### src/hw/apdu_pkg.sv
// constants and types shared by the auto power-down unit
package apdu_pkg;

  // inactivity counter
  localparam int         CNT_W      = 4;
  localparam logic [3:0] IDLE_LIMIT = 4'hf;

  // power mode registers
  localparam int         REG_W       = 8;
  localparam logic [7:0] PMR_A_RESET = 8'h00;
  localparam logic [7:0] PMR_C_RESET = 8'h00;
  localparam logic [7:0] PMR_A_MASK  = 8'h38;
  localparam logic [7:0] PMR_C_MASK  = 8'h7d;

  // power_mode_reg_a fields
  localparam int PMR_A_FAST_OFF    = 3;
  localparam int PMR_A_CLK_ARRAY   = 4;
  localparam int PMR_A_CLK_MCELL   = 5;

  // power_mode_reg_c blocking fields
  localparam int PMR_C_ADDR_LOW    = 0;
  localparam int PMR_C_CNTL0       = 2;
  localparam int PMR_C_CNTL1       = 3;
  localparam int PMR_C_CNTL2       = 4;
  localparam int PMR_C_STROBE      = 5;
  localparam int PMR_C_WRH         = 6;

  // bus widths
  localparam int ADDR_W   = 16;
  localparam int DATA_W   = 16;
  localparam int ADDR_LOW = 8;
  localparam int CNTL_W   = 3;
  localparam int MSEL_W   = 4;

  typedef enum logic {
    APDU_RUN,
    APDU_POWERDOWN
  } apdu_mode_type;

endpackage

### src/hw/apdu_idle_counter.sv
// saturating inactivity counter advanced by logic clock ticks
`timescale 1ns/1ps
module apdu_idle_counter #(
  parameter int               CNT_W = apdu_pkg::CNT_W,
  parameter logic [CNT_W-1:0] LIMIT = apdu_pkg::IDLE_LIMIT
) (
  input  wire logic             core_clk,  // core clock
  input  wire logic             rst,       // async reset, active high
  input  wire logic             clear,     // restart from zero, wins over tick
  input  wire logic             count_en,  // counting allowed
  input  wire logic             tick,      // one-cycle logic clock edge
  output logic      [CNT_W-1:0] count,     // current count
  output logic                  expired    // count has reached the limit
);

  always_ff @(posedge core_clk or posedge rst) begin
    if (rst) begin
      count <= '0;
    end else if (clear) begin
      count <= '0;
    end else if (count_en && tick && !expired) begin
      count <= count + 1'b1;
    end
  end

  assign expired = (count == LIMIT);

  if (CNT_W < 1 || LIMIT == '0) begin : g_bad_limit
    $error("apdu_idle_counter: bad width or limit");
  end

endmodule

### src/hw/apdu_sync.sv
// two flip-flop synchroniser bank for pins entering the core clock domain
`timescale 1ns/1ps
module apdu_sync #(
  parameter int W = 1
) (
  input  wire logic         core_clk,  // core clock
  input  wire logic         rst,       // async reset, active high
  input  wire logic [W-1:0] async_in,  // pin levels
  output logic      [W-1:0] sync_out   // synchronised levels
);

  logic [W-1:0] stage1;

  genvar i;
  generate
    for (i = 0; i < W; i++) begin : g_bit
      always_ff @(posedge core_clk or posedge rst) begin
        if (rst) begin
          stage1[i]   <= 1'b0;
          sync_out[i] <= 1'b0;
        end else begin
          stage1[i]   <= async_in[i];
          sync_out[i] <= stage1[i];
        end
      end
    end
  endgenerate

  if (W < 1) begin : g_bad_width
    $error("apdu_sync: width must be at least 1");
  end

endmodule

### src/hw/apdu_top.sv
// auto power-down unit: strobe watch, power-down mode, signal blocking
//
// What this block does
// - When enabled, a four bit counter starts counting logic clock periods once strobe activity stops.
// - After fifteen idle logic clock periods the power-down flag rises and power-down mode begins.
// - Enabling the unit enables power-down mode with no further enable.
// - Strobe pulsing during power-down returns the device to normal operation at once.
// - A low chip select or a high reset wake input also returns the device to normal operation.
// - In power-down the address and data bus is frozen away from memories and logic arrays, and memories are deselected.
// - Blocking the logic clock from the logic arrays never stops it reaching the counter.
// - In power-down general and logic outputs hold, address outputs are undefined, data and peripheral ports float.
// - Power-down leaves logic array clocks running and floats the ports; only the fast-mode bit sets array fast mode.
// - A high chip select disables flash, SRAM and the register window without blocking anything else.
// - Each blocking bit set by software stops its signal at one destination only: the array inputs, the array clock or the macrocell clock.
// - The fast-mode bit resets to fast mode on, and setting it turns fast mode off.
// - The counter runs only when enabled and the strobe sits still at the selected polarity.
// - Fast mode off is bit 3 of the first power mode register, 1 off and 0 on.
// - Bits 4 and 5 of the first power mode register cut the logic clock from the array and macrocells.
`timescale 1ns/1ps
module apdu_top #(
  parameter int ADDR_W   = apdu_pkg::ADDR_W,
  parameter int DATA_W   = apdu_pkg::DATA_W,
  parameter int ADDR_LOW = apdu_pkg::ADDR_LOW,
  parameter int CNTL_W   = apdu_pkg::CNTL_W,
  parameter int MSEL_W   = apdu_pkg::MSEL_W
) (
  input  wire logic                     core_clk,         // core clock, 125 MHz
  input  wire logic                     rst,              // async reset, active high
  // pins from the microcontroller side
  input  wire logic                     strobe_pin,       // address strobe pin
  input  wire logic                     logic_clock_pin,  // logic clock pin
  input  wire logic                     chip_select_pin,  // chip select pin, low selects
  input  wire logic                     reset_wake_pin,   // reset input, high wakes
  input  wire logic [ADDR_W-1:0]        mcu_addr_pin,     // address bus pins
  input  wire logic [DATA_W-1:0]        mcu_data_pin,     // data bus pins
  input  wire logic [CNTL_W-1:0]        mcu_cntl_pin,     // control strobe pins
  input  wire logic                     mcu_wrh_pin,      // high-byte write enable pin
  // configuration
  input  wire logic                     apd_enable,       // auto power-down unit enable
  input  wire logic                     strobe_polarity,  // idle strobe level to count on
  input  wire logic                     pmr_a_wr,         // write strobe, power_mode_reg_a
  input  wire logic                     pmr_c_wr,         // write strobe, power_mode_reg_c
  input  wire logic [apdu_pkg::REG_W-1:0] pmr_wdata,      // register write data
  output logic      [apdu_pkg::REG_W-1:0] power_mode_reg_a, // readback, first register
  output logic      [apdu_pkg::REG_W-1:0] power_mode_reg_c, // readback, third register
  // requests from decode logic and port logic
  input  wire logic [MSEL_W-1:0]        mem_sel_req,      // flash pri, flash sec, sram, io win
  input  wire logic                     data_port_req,    // data port wants to drive
  input  wire logic                     periph_req,       // peripheral port wants to drive
  // status
  output logic                          powerdown_flag,   // power-down mode active
  output logic      [apdu_pkg::CNT_W-1:0] idle_count,     // inactivity count
  // to memories
  output logic      [ADDR_W-1:0]        mem_addr,         // address seen by memories
  output logic      [DATA_W-1:0]        mem_data,         // data seen by memories
  output logic      [MSEL_W-1:0]        mem_select,       // memory and window selects
  // to logic arrays
  output logic      [ADDR_W-1:0]        la_addr,          // address seen by logic arrays
  output logic      [DATA_W-1:0]        la_data,          // data seen by logic arrays
  output logic      [CNTL_W-1:0]        la_cntl,          // control seen by logic arrays
  output logic                          la_strobe,        // strobe seen by logic arrays
  output logic                          la_wrh,           // high-byte write seen by arrays
  output logic                          la_clock,         // logic clock to array
  output logic                          mcell_clock,      // logic clock to macrocells
  output logic                          la_fast_mode,     // logic arrays in fast mode
  // port drivers
  output logic                          data_port_oe_n,   // data port enable, low drives
  output logic                          periph_oe_n,      // peripheral port enable, low drives
  output logic                          addr_out_valid    // latched address outputs defined
);

  localparam int PIN_W = 4 + ADDR_W + DATA_W + CNTL_W + 1;

  // ---------------------------------------------------------------- pin sync
  logic [PIN_W-1:0]  pins_sync;
  logic              strobe_s;
  logic              lclk_s;
  logic              csel_n_s;
  logic              wake_s;
  logic [ADDR_W-1:0] addr_s;
  logic [DATA_W-1:0] data_s;
  logic [CNTL_W-1:0] cntl_s;
  logic              wrh_s;

  apdu_sync #(
    .W (PIN_W)
  ) u_sync (
    .core_clk (core_clk),
    .rst      (rst),
    .async_in ({strobe_pin, logic_clock_pin, chip_select_pin, reset_wake_pin,
                mcu_addr_pin, mcu_data_pin, mcu_cntl_pin, mcu_wrh_pin}),
    .sync_out (pins_sync)
  );

  assign {strobe_s, lclk_s, csel_n_s, wake_s, addr_s, data_s, cntl_s, wrh_s} = pins_sync;

  // ---------------------------------------------------------------- edge detect
  logic strobe_prev;
  logic lclk_prev;
  logic strobe_edge;
  logic lclk_tick;

  always_ff @(posedge core_clk or posedge rst) begin
    if (rst) begin
      strobe_prev <= 1'b0;
      lclk_prev   <= 1'b0;
    end else begin
      strobe_prev <= strobe_s;
      lclk_prev   <= lclk_s;
    end
  end

  // the logic clock is sampled, so it must run well below half of core_clk
  assign strobe_edge = strobe_s ^ strobe_prev;
  assign lclk_tick   = lclk_s & ~lclk_prev;

  // ---------------------------------------------------------------- power mode registers
  always_ff @(posedge core_clk or posedge rst) begin
    if (rst) begin
      power_mode_reg_a <= apdu_pkg::PMR_A_RESET;
    end else if (pmr_a_wr) begin
      power_mode_reg_a <= pmr_wdata & apdu_pkg::PMR_A_MASK;
    end
  end

  always_ff @(posedge core_clk or posedge rst) begin
    if (rst) begin
      power_mode_reg_c <= apdu_pkg::PMR_C_RESET;
    end else if (pmr_c_wr) begin
      power_mode_reg_c <= pmr_wdata & apdu_pkg::PMR_C_MASK;
    end
  end

  // ---------------------------------------------------------------- inactivity counter
  logic strobe_idle_level;
  logic wake;
  logic expired;

  assign strobe_idle_level = (strobe_s == strobe_polarity);
  // any wake source restarts the idle period from zero
  assign wake = strobe_edge | ~csel_n_s | wake_s | ~apd_enable;

  apdu_idle_counter #(
    .CNT_W (apdu_pkg::CNT_W),
    .LIMIT (apdu_pkg::IDLE_LIMIT)
  ) u_idle (
    .core_clk (core_clk),
    .rst      (rst),
    .clear    (wake),
    .count_en (apd_enable & strobe_idle_level),
    .tick     (lclk_tick),
    .count    (idle_count),
    .expired  (expired)
  );

  // ---------------------------------------------------------------- mode machine
  apdu_pkg::apdu_mode_type mode;
  apdu_pkg::apdu_mode_type next_mode;

  always_comb begin
    next_mode = mode;
    unique case (mode)
      apdu_pkg::APDU_RUN: begin
        // power-down mode follows the unit enable, no separate switch
        if (!wake && expired) begin
          next_mode = apdu_pkg::APDU_POWERDOWN;
        end
      end
      apdu_pkg::APDU_POWERDOWN: begin
        if (wake) begin
          next_mode = apdu_pkg::APDU_RUN;
        end
      end
    endcase
  end

  always_ff @(posedge core_clk or posedge rst) begin
    if (rst) begin
      mode <= apdu_pkg::APDU_RUN;
    end else begin
      mode <= next_mode;
    end
  end

  always_ff @(posedge core_clk or posedge rst) begin
    if (rst) begin
      powerdown_flag <= 1'b0;
    end else begin
      powerdown_flag <= (next_mode == apdu_pkg::APDU_POWERDOWN);
    end
  end

  logic pd_next;
  assign pd_next = (next_mode == apdu_pkg::APDU_POWERDOWN);

  // ---------------------------------------------------------------- memory side
  // frozen rather than zeroed, so no edge reaches the memories while asleep
  always_ff @(posedge core_clk or posedge rst) begin
    if (rst) begin
      mem_addr <= '0;
      mem_data <= '0;
    end else if (!pd_next) begin
      mem_addr <= addr_s;
      mem_data <= data_s;
    end
  end

  always_ff @(posedge core_clk or posedge rst) begin
    if (rst) begin
      mem_select <= '0;
    end else begin
      mem_select <= (pd_next || csel_n_s) ? '0 : mem_sel_req;
    end
  end

  // ---------------------------------------------------------------- logic array side
  logic pass_addr;
  logic pass_cntl0;
  logic pass_cntl1;
  logic pass_cntl2;
  logic pass_strobe;
  logic pass_wrh;

  // chip select is deliberately absent here: it gates memories only
  assign pass_addr   = !pd_next && !power_mode_reg_c[apdu_pkg::PMR_C_ADDR_LOW];
  assign pass_cntl0  = !power_mode_reg_c[apdu_pkg::PMR_C_CNTL0];
  assign pass_cntl1  = !power_mode_reg_c[apdu_pkg::PMR_C_CNTL1];
  assign pass_cntl2  = !power_mode_reg_c[apdu_pkg::PMR_C_CNTL2];
  assign pass_strobe = !power_mode_reg_c[apdu_pkg::PMR_C_STROBE];
  assign pass_wrh    = !power_mode_reg_c[apdu_pkg::PMR_C_WRH];

  always_ff @(posedge core_clk or posedge rst) begin
    if (rst) begin
      la_addr <= '0;
    end else begin
      if (!pd_next) begin
        la_addr[ADDR_W-1:ADDR_LOW] <= addr_s[ADDR_W-1:ADDR_LOW];
      end
      if (pass_addr) begin
        la_addr[ADDR_LOW-1:0] <= addr_s[ADDR_LOW-1:0];
      end
    end
  end

  always_ff @(posedge core_clk or posedge rst) begin
    if (rst) begin
      la_data <= '0;
    end else if (!pd_next) begin
      la_data <= data_s;
    end
  end

  // control lines are not bus signals, so power-down leaves them alone
  always_ff @(posedge core_clk or posedge rst) begin
    if (rst) begin
      la_cntl   <= '0;
      la_strobe <= 1'b0;
      la_wrh    <= 1'b0;
    end else begin
      if (pass_cntl0) la_cntl[0] <= cntl_s[0];
      if (pass_cntl1) la_cntl[1] <= cntl_s[1];
      if (pass_cntl2) la_cntl[2] <= cntl_s[2];
      if (pass_strobe) la_strobe <= strobe_s;
      if (pass_wrh) la_wrh <= wrh_s;
    end
  end

  // counter clock path above never looks at these blocking bits
  always_ff @(posedge core_clk or posedge rst) begin
    if (rst) begin
      la_clock    <= 1'b0;
      mcell_clock <= 1'b0;
    end else begin
      la_clock    <= lclk_s & ~power_mode_reg_a[apdu_pkg::PMR_A_CLK_ARRAY];
      mcell_clock <= lclk_s & ~power_mode_reg_a[apdu_pkg::PMR_A_CLK_MCELL];
    end
  end

  // fast mode depends on the register only, never on power-down
  always_ff @(posedge core_clk or posedge rst) begin
    if (rst) begin
      la_fast_mode <= 1'b1;
    end else begin
      la_fast_mode <= ~power_mode_reg_a[apdu_pkg::PMR_A_FAST_OFF];
    end
  end

  // ---------------------------------------------------------------- port drivers
  // general and logic outputs are not touched here, so they keep their levels
  always_ff @(posedge core_clk or posedge rst) begin
    if (rst) begin
      data_port_oe_n <= 1'b1;
      periph_oe_n    <= 1'b1;
      addr_out_valid <= 1'b0;
    end else begin
      data_port_oe_n <= pd_next | ~data_port_req;
      periph_oe_n    <= pd_next | ~periph_req;
      addr_out_valid <= ~pd_next;
    end
  end

  // control blocking is wired bit by bit, so only three control lines are served
  if (CNTL_W != 3 || MSEL_W < 1 || ADDR_LOW < 1 || ADDR_LOW >= ADDR_W || DATA_W < 1)
  begin : g_bad_width
    $error("apdu_top: unsupported bus widths");
  end

endmodule

### config.mk
export PLATFORM = sky130hd
export DESIGN_NAME = apdu_top
export DESIGN_NICKNAME = d
export VERILOG_FILES = /design/src/hw/apdu_pkg.sv /design/src/hw/apdu_idle_counter.sv /design/src/hw/apdu_sync.sv /design/src/hw/apdu_top.sv
export SDC_FILE = /design/constraint.sdc
export NUM_CORES = 1
export LEC_CHECK = 0
export BUFFER_PORTS_ARGS = -buffer_cell sky130_fd_sc_hd__buf_2
export CORE_MARGIN = 2
export CORE_UTILIZATION = 45
export CTS_CLUSTER_DIAMETER = 30
export CTS_CLUSTER_SIZE = 24
export DETAILED_ROUTE_END_ITERATION = 7
export PLACE_DENSITY_LB_ADDON = 0.15
export SKIP_CTS_REPAIR_TIMING = 1
export SLEW_MARGIN = 25
export SYNTH_ARGS = -nofsm -noshare
export SYNTH_HDL_FRONTEND = slang
export SYNTH_SLANG_ARGS = --single-unit
### constraint.sdc
create_clock -name core_clk -period 4.7 [get_ports core_clk]
set_input_delay 0.47 -clock core_clk [delete_from_list [all_inputs] [get_ports core_clk]]
set_output_delay 0.47 -clock core_clk [all_outputs]
set_load 0.02 [all_outputs]
==> out/metrics.yaml <==
status: "finished, final reports clean"
crit_type: "flop to flop"
area_delta_synth_final_pct: 23.7
diodes: 0
avgRoutedWirePerCell_um: 14.2
syn_area_per_cell_um2: 18.2
hold_end: "u_sync.stage1[28]"
required_ps: 5100
grt_start_max_net_pins: 112
detail_route.vias_per_cell: 4.45
gp_congestion: 0.725
ys_types: 29
hold_class: "input pin to flop"
nNetsFinal: 480
end_kind: "flop"
grt.met1_usage: 0.182
p_sw_uw: 647
chipWidth_um: 110
portBuffers: 150
start_util: 0.465
ys_warn_count: 0
fin_total_pwr_uw: 2850
setup_viol: 0
min_period_ps: 1930
ctsHtreeMaxLevel: 4
rsz0062_at_grt: "false"
fin_crit_sh: 0.411
groute.usage.overall: 0.145
clockRootBuffer: "clkbuf_8"
max-cap-violations: 0
hold_viol: 0
synth_cells: 278
cts_num_sinks: 151
slew-limit-headroom: 0.528
fill_cells: 889
grt_overflow: 0
fin_setup_tns_ps: 0
fmax_mhz: 518
cp-start-kind: "flop"
r2r_setup_slack_ps: 2770
p_seq_frac: 0.497
power_frac_clock: 0.419
startpoint: "u_idle.count[0]"
worstPathArrival_ps: 2330
grt.met2_usage: 0.212
p_comb_frac: 0.084
core_area_um2: 10900
rows: 38
worst_pin_slew_ps: 708
skew_ps: 5.58
cts_max_path_buffers: 2
min-delay-start: "mcu_addr_pin[8]"
cts_tree: "done"
seq_area_frac_synth: 0.747
drive_gt1_frac: 0.560
drt_iter0_drc: 89
synth_area_um2: 5060
power.internal_uw: 2210
grt.met3_usage: 0.0535
synth-seq-cells: 151
clk_pin_slew_worst_paths_ps: 60
clk_latency_ps: 520
hpwl_mm: 5.46
netSwitchingFraction: 0.227
rr_endpoint: "la_addr[2]"
first_pass_iters: 4
drv_slew: 0
reg2reg_depth: 6
grt_pass1_wl_mm: 12.7
fp.dieH_um: 110
ir_worst_vdd_uv: 297
vias: 2544
first_global_vias: 2558
cts_buffers: 17
pin_count: 160
p_per_area_nw_per_um2: 455
ant_nets: 0
wirelength_mm: 8.11
antenna_found_initial: 0
top_usage_layer: "met2"
hold-path-cell-count: 1
reg2reg_from: "u_idle.count[0]"
die_area_um2: 12100
critical_path.max_fanout: 34
drc: 0
p_leak_uw: 0.00306
[worst max-delay path, cell delays in order (launching register included)]
cell and delay [ps]:
dfrtp_1 420, ha_1 230, and3_4 170, o21ai_4 230
inv_8 190, nor2_8 210, mux2_2 350
[stage by stage]
step / setup slack (ps) / cells / hold WS [ps] / util / instance area, um2
5_1_grt: 2660 / 572 / 26.9 / 0.576 / 6270
3_5_place_dp: 2740 / 540 / 335 / 0.526 / 5730
3_3_place_gp: 2760 / 540 / 332 / 0.526 / 5730
6_report: 2770 / 572 / 51.2 / 0.576 / 6270
4_1_cts: 2750 / 572 / 19.7 / 0.575 / 6260
2_1_floorplan: 170 / 284 / 331 / - / 5090
[layout by cell type (no fill, tap or decap), drive strengths merged]
cell type	n
nor4	1
mux2	54
and3	1
xor2	2
nor2b	6
nand4	1
dfstp	3
inv	4
nor4b	1
mux2i	1
nor2	6
nand3b	1
dfrtp	148
xnor2	1
ha	1
nand3	1
conb	7
o21ai	3
or2	1
clkinv	4
nand2	6
clkbuf	28
buf	151
[how the worst max path moves through the flow]
stage / slack, ps / endpoint
floorplan: 170 / addr_out_valid
global placement: 2760 / la_addr[5]
detailed placement: 2740 / la_addr[2]
CTS: 2750 / la_addr[5]
global route: 2660 / la_addr[6]
finish: 2770 / la_addr[2]
[metal layers]
layer  vias to the layer above  share of wire
met5                         -              0
met4                         0          0.027
met3                        18          0.068
met2                        96           0.48
met1                      1268           0.43
li1                       1162              -
[cell type report]
class | count | area [um2] | share of cell area
Timing Repair Buffer | 151 | 758 | 0.121
Sequential cell | 151 | 3780 | 0.604
Clock inverter | 4 | 20.0 | 0.00319
Multi-Input combinational cell | 94 | 986 | 0.157
Inverter | 4 | 30.0 | 0.00479
Tap cell | 140 | 175 | 0.0279
Clock buffer | 28 | 515 | 0.0823
[state kept, by name (all words and copies together), names as in the netlist, 3 cells and up]
name	cells
u_sync.stage1	40
mem_select	4
u_sync.sync_out	40
power_mode_reg_a	3
u_idle.count	4
power_mode_reg_c	6
la_cntl	3
la_data	16
mem_addr	16
la_addr	8
[kinds of logic after synthesis]
| family | synth area share |
|---|---|
| buffers and inverters | 0.0630 |
| AND/OR/NAND/NOR | 0.0331 |
| other | 0.000740 |
| AO/OA/AOI/OAI | 0.00519 |
| multiplexers | 0.144 |
| XOR/XNOR | 0.00519 |
| flip-flops | 0.747 |
| adder cells (fa/ha/maj) | 0.00247 |
[power groups by stage]
stage	Combinational (uW)	Clock [uW]	Sequential [uW]
floorplan	113	0	1490
global placement	243	0	1440
detailed placement	246	0	1440
CTS	246	1240	1420
global route	263	1290	1430
finish	241	1200	1420
[Yosys cell counts (all sizes together)]
cell	n	area (um2)
nand4	1	6.26
conb	1	3.75
and3	1	11.3
or2	1	6.26
nand2	6	22.5
dfrtp	148	3700
o21ai	3	26.3
xor2	2	17.5
nand3b	1	7.51
xnor2	1	8.76
buf	34	293
clkbuf	1	3.75
nand3	1	5.00
nor4b	1	8.76
nor2	6	41.3
mux2	54	717
nor4	1	21.3
dfstp	3	78.8
ha	1	12.5
inv	4	22.5
mux2i	1	10.0
nor2b	6	37.5
No activity file was read; power rests on OpenSTA's default activity.
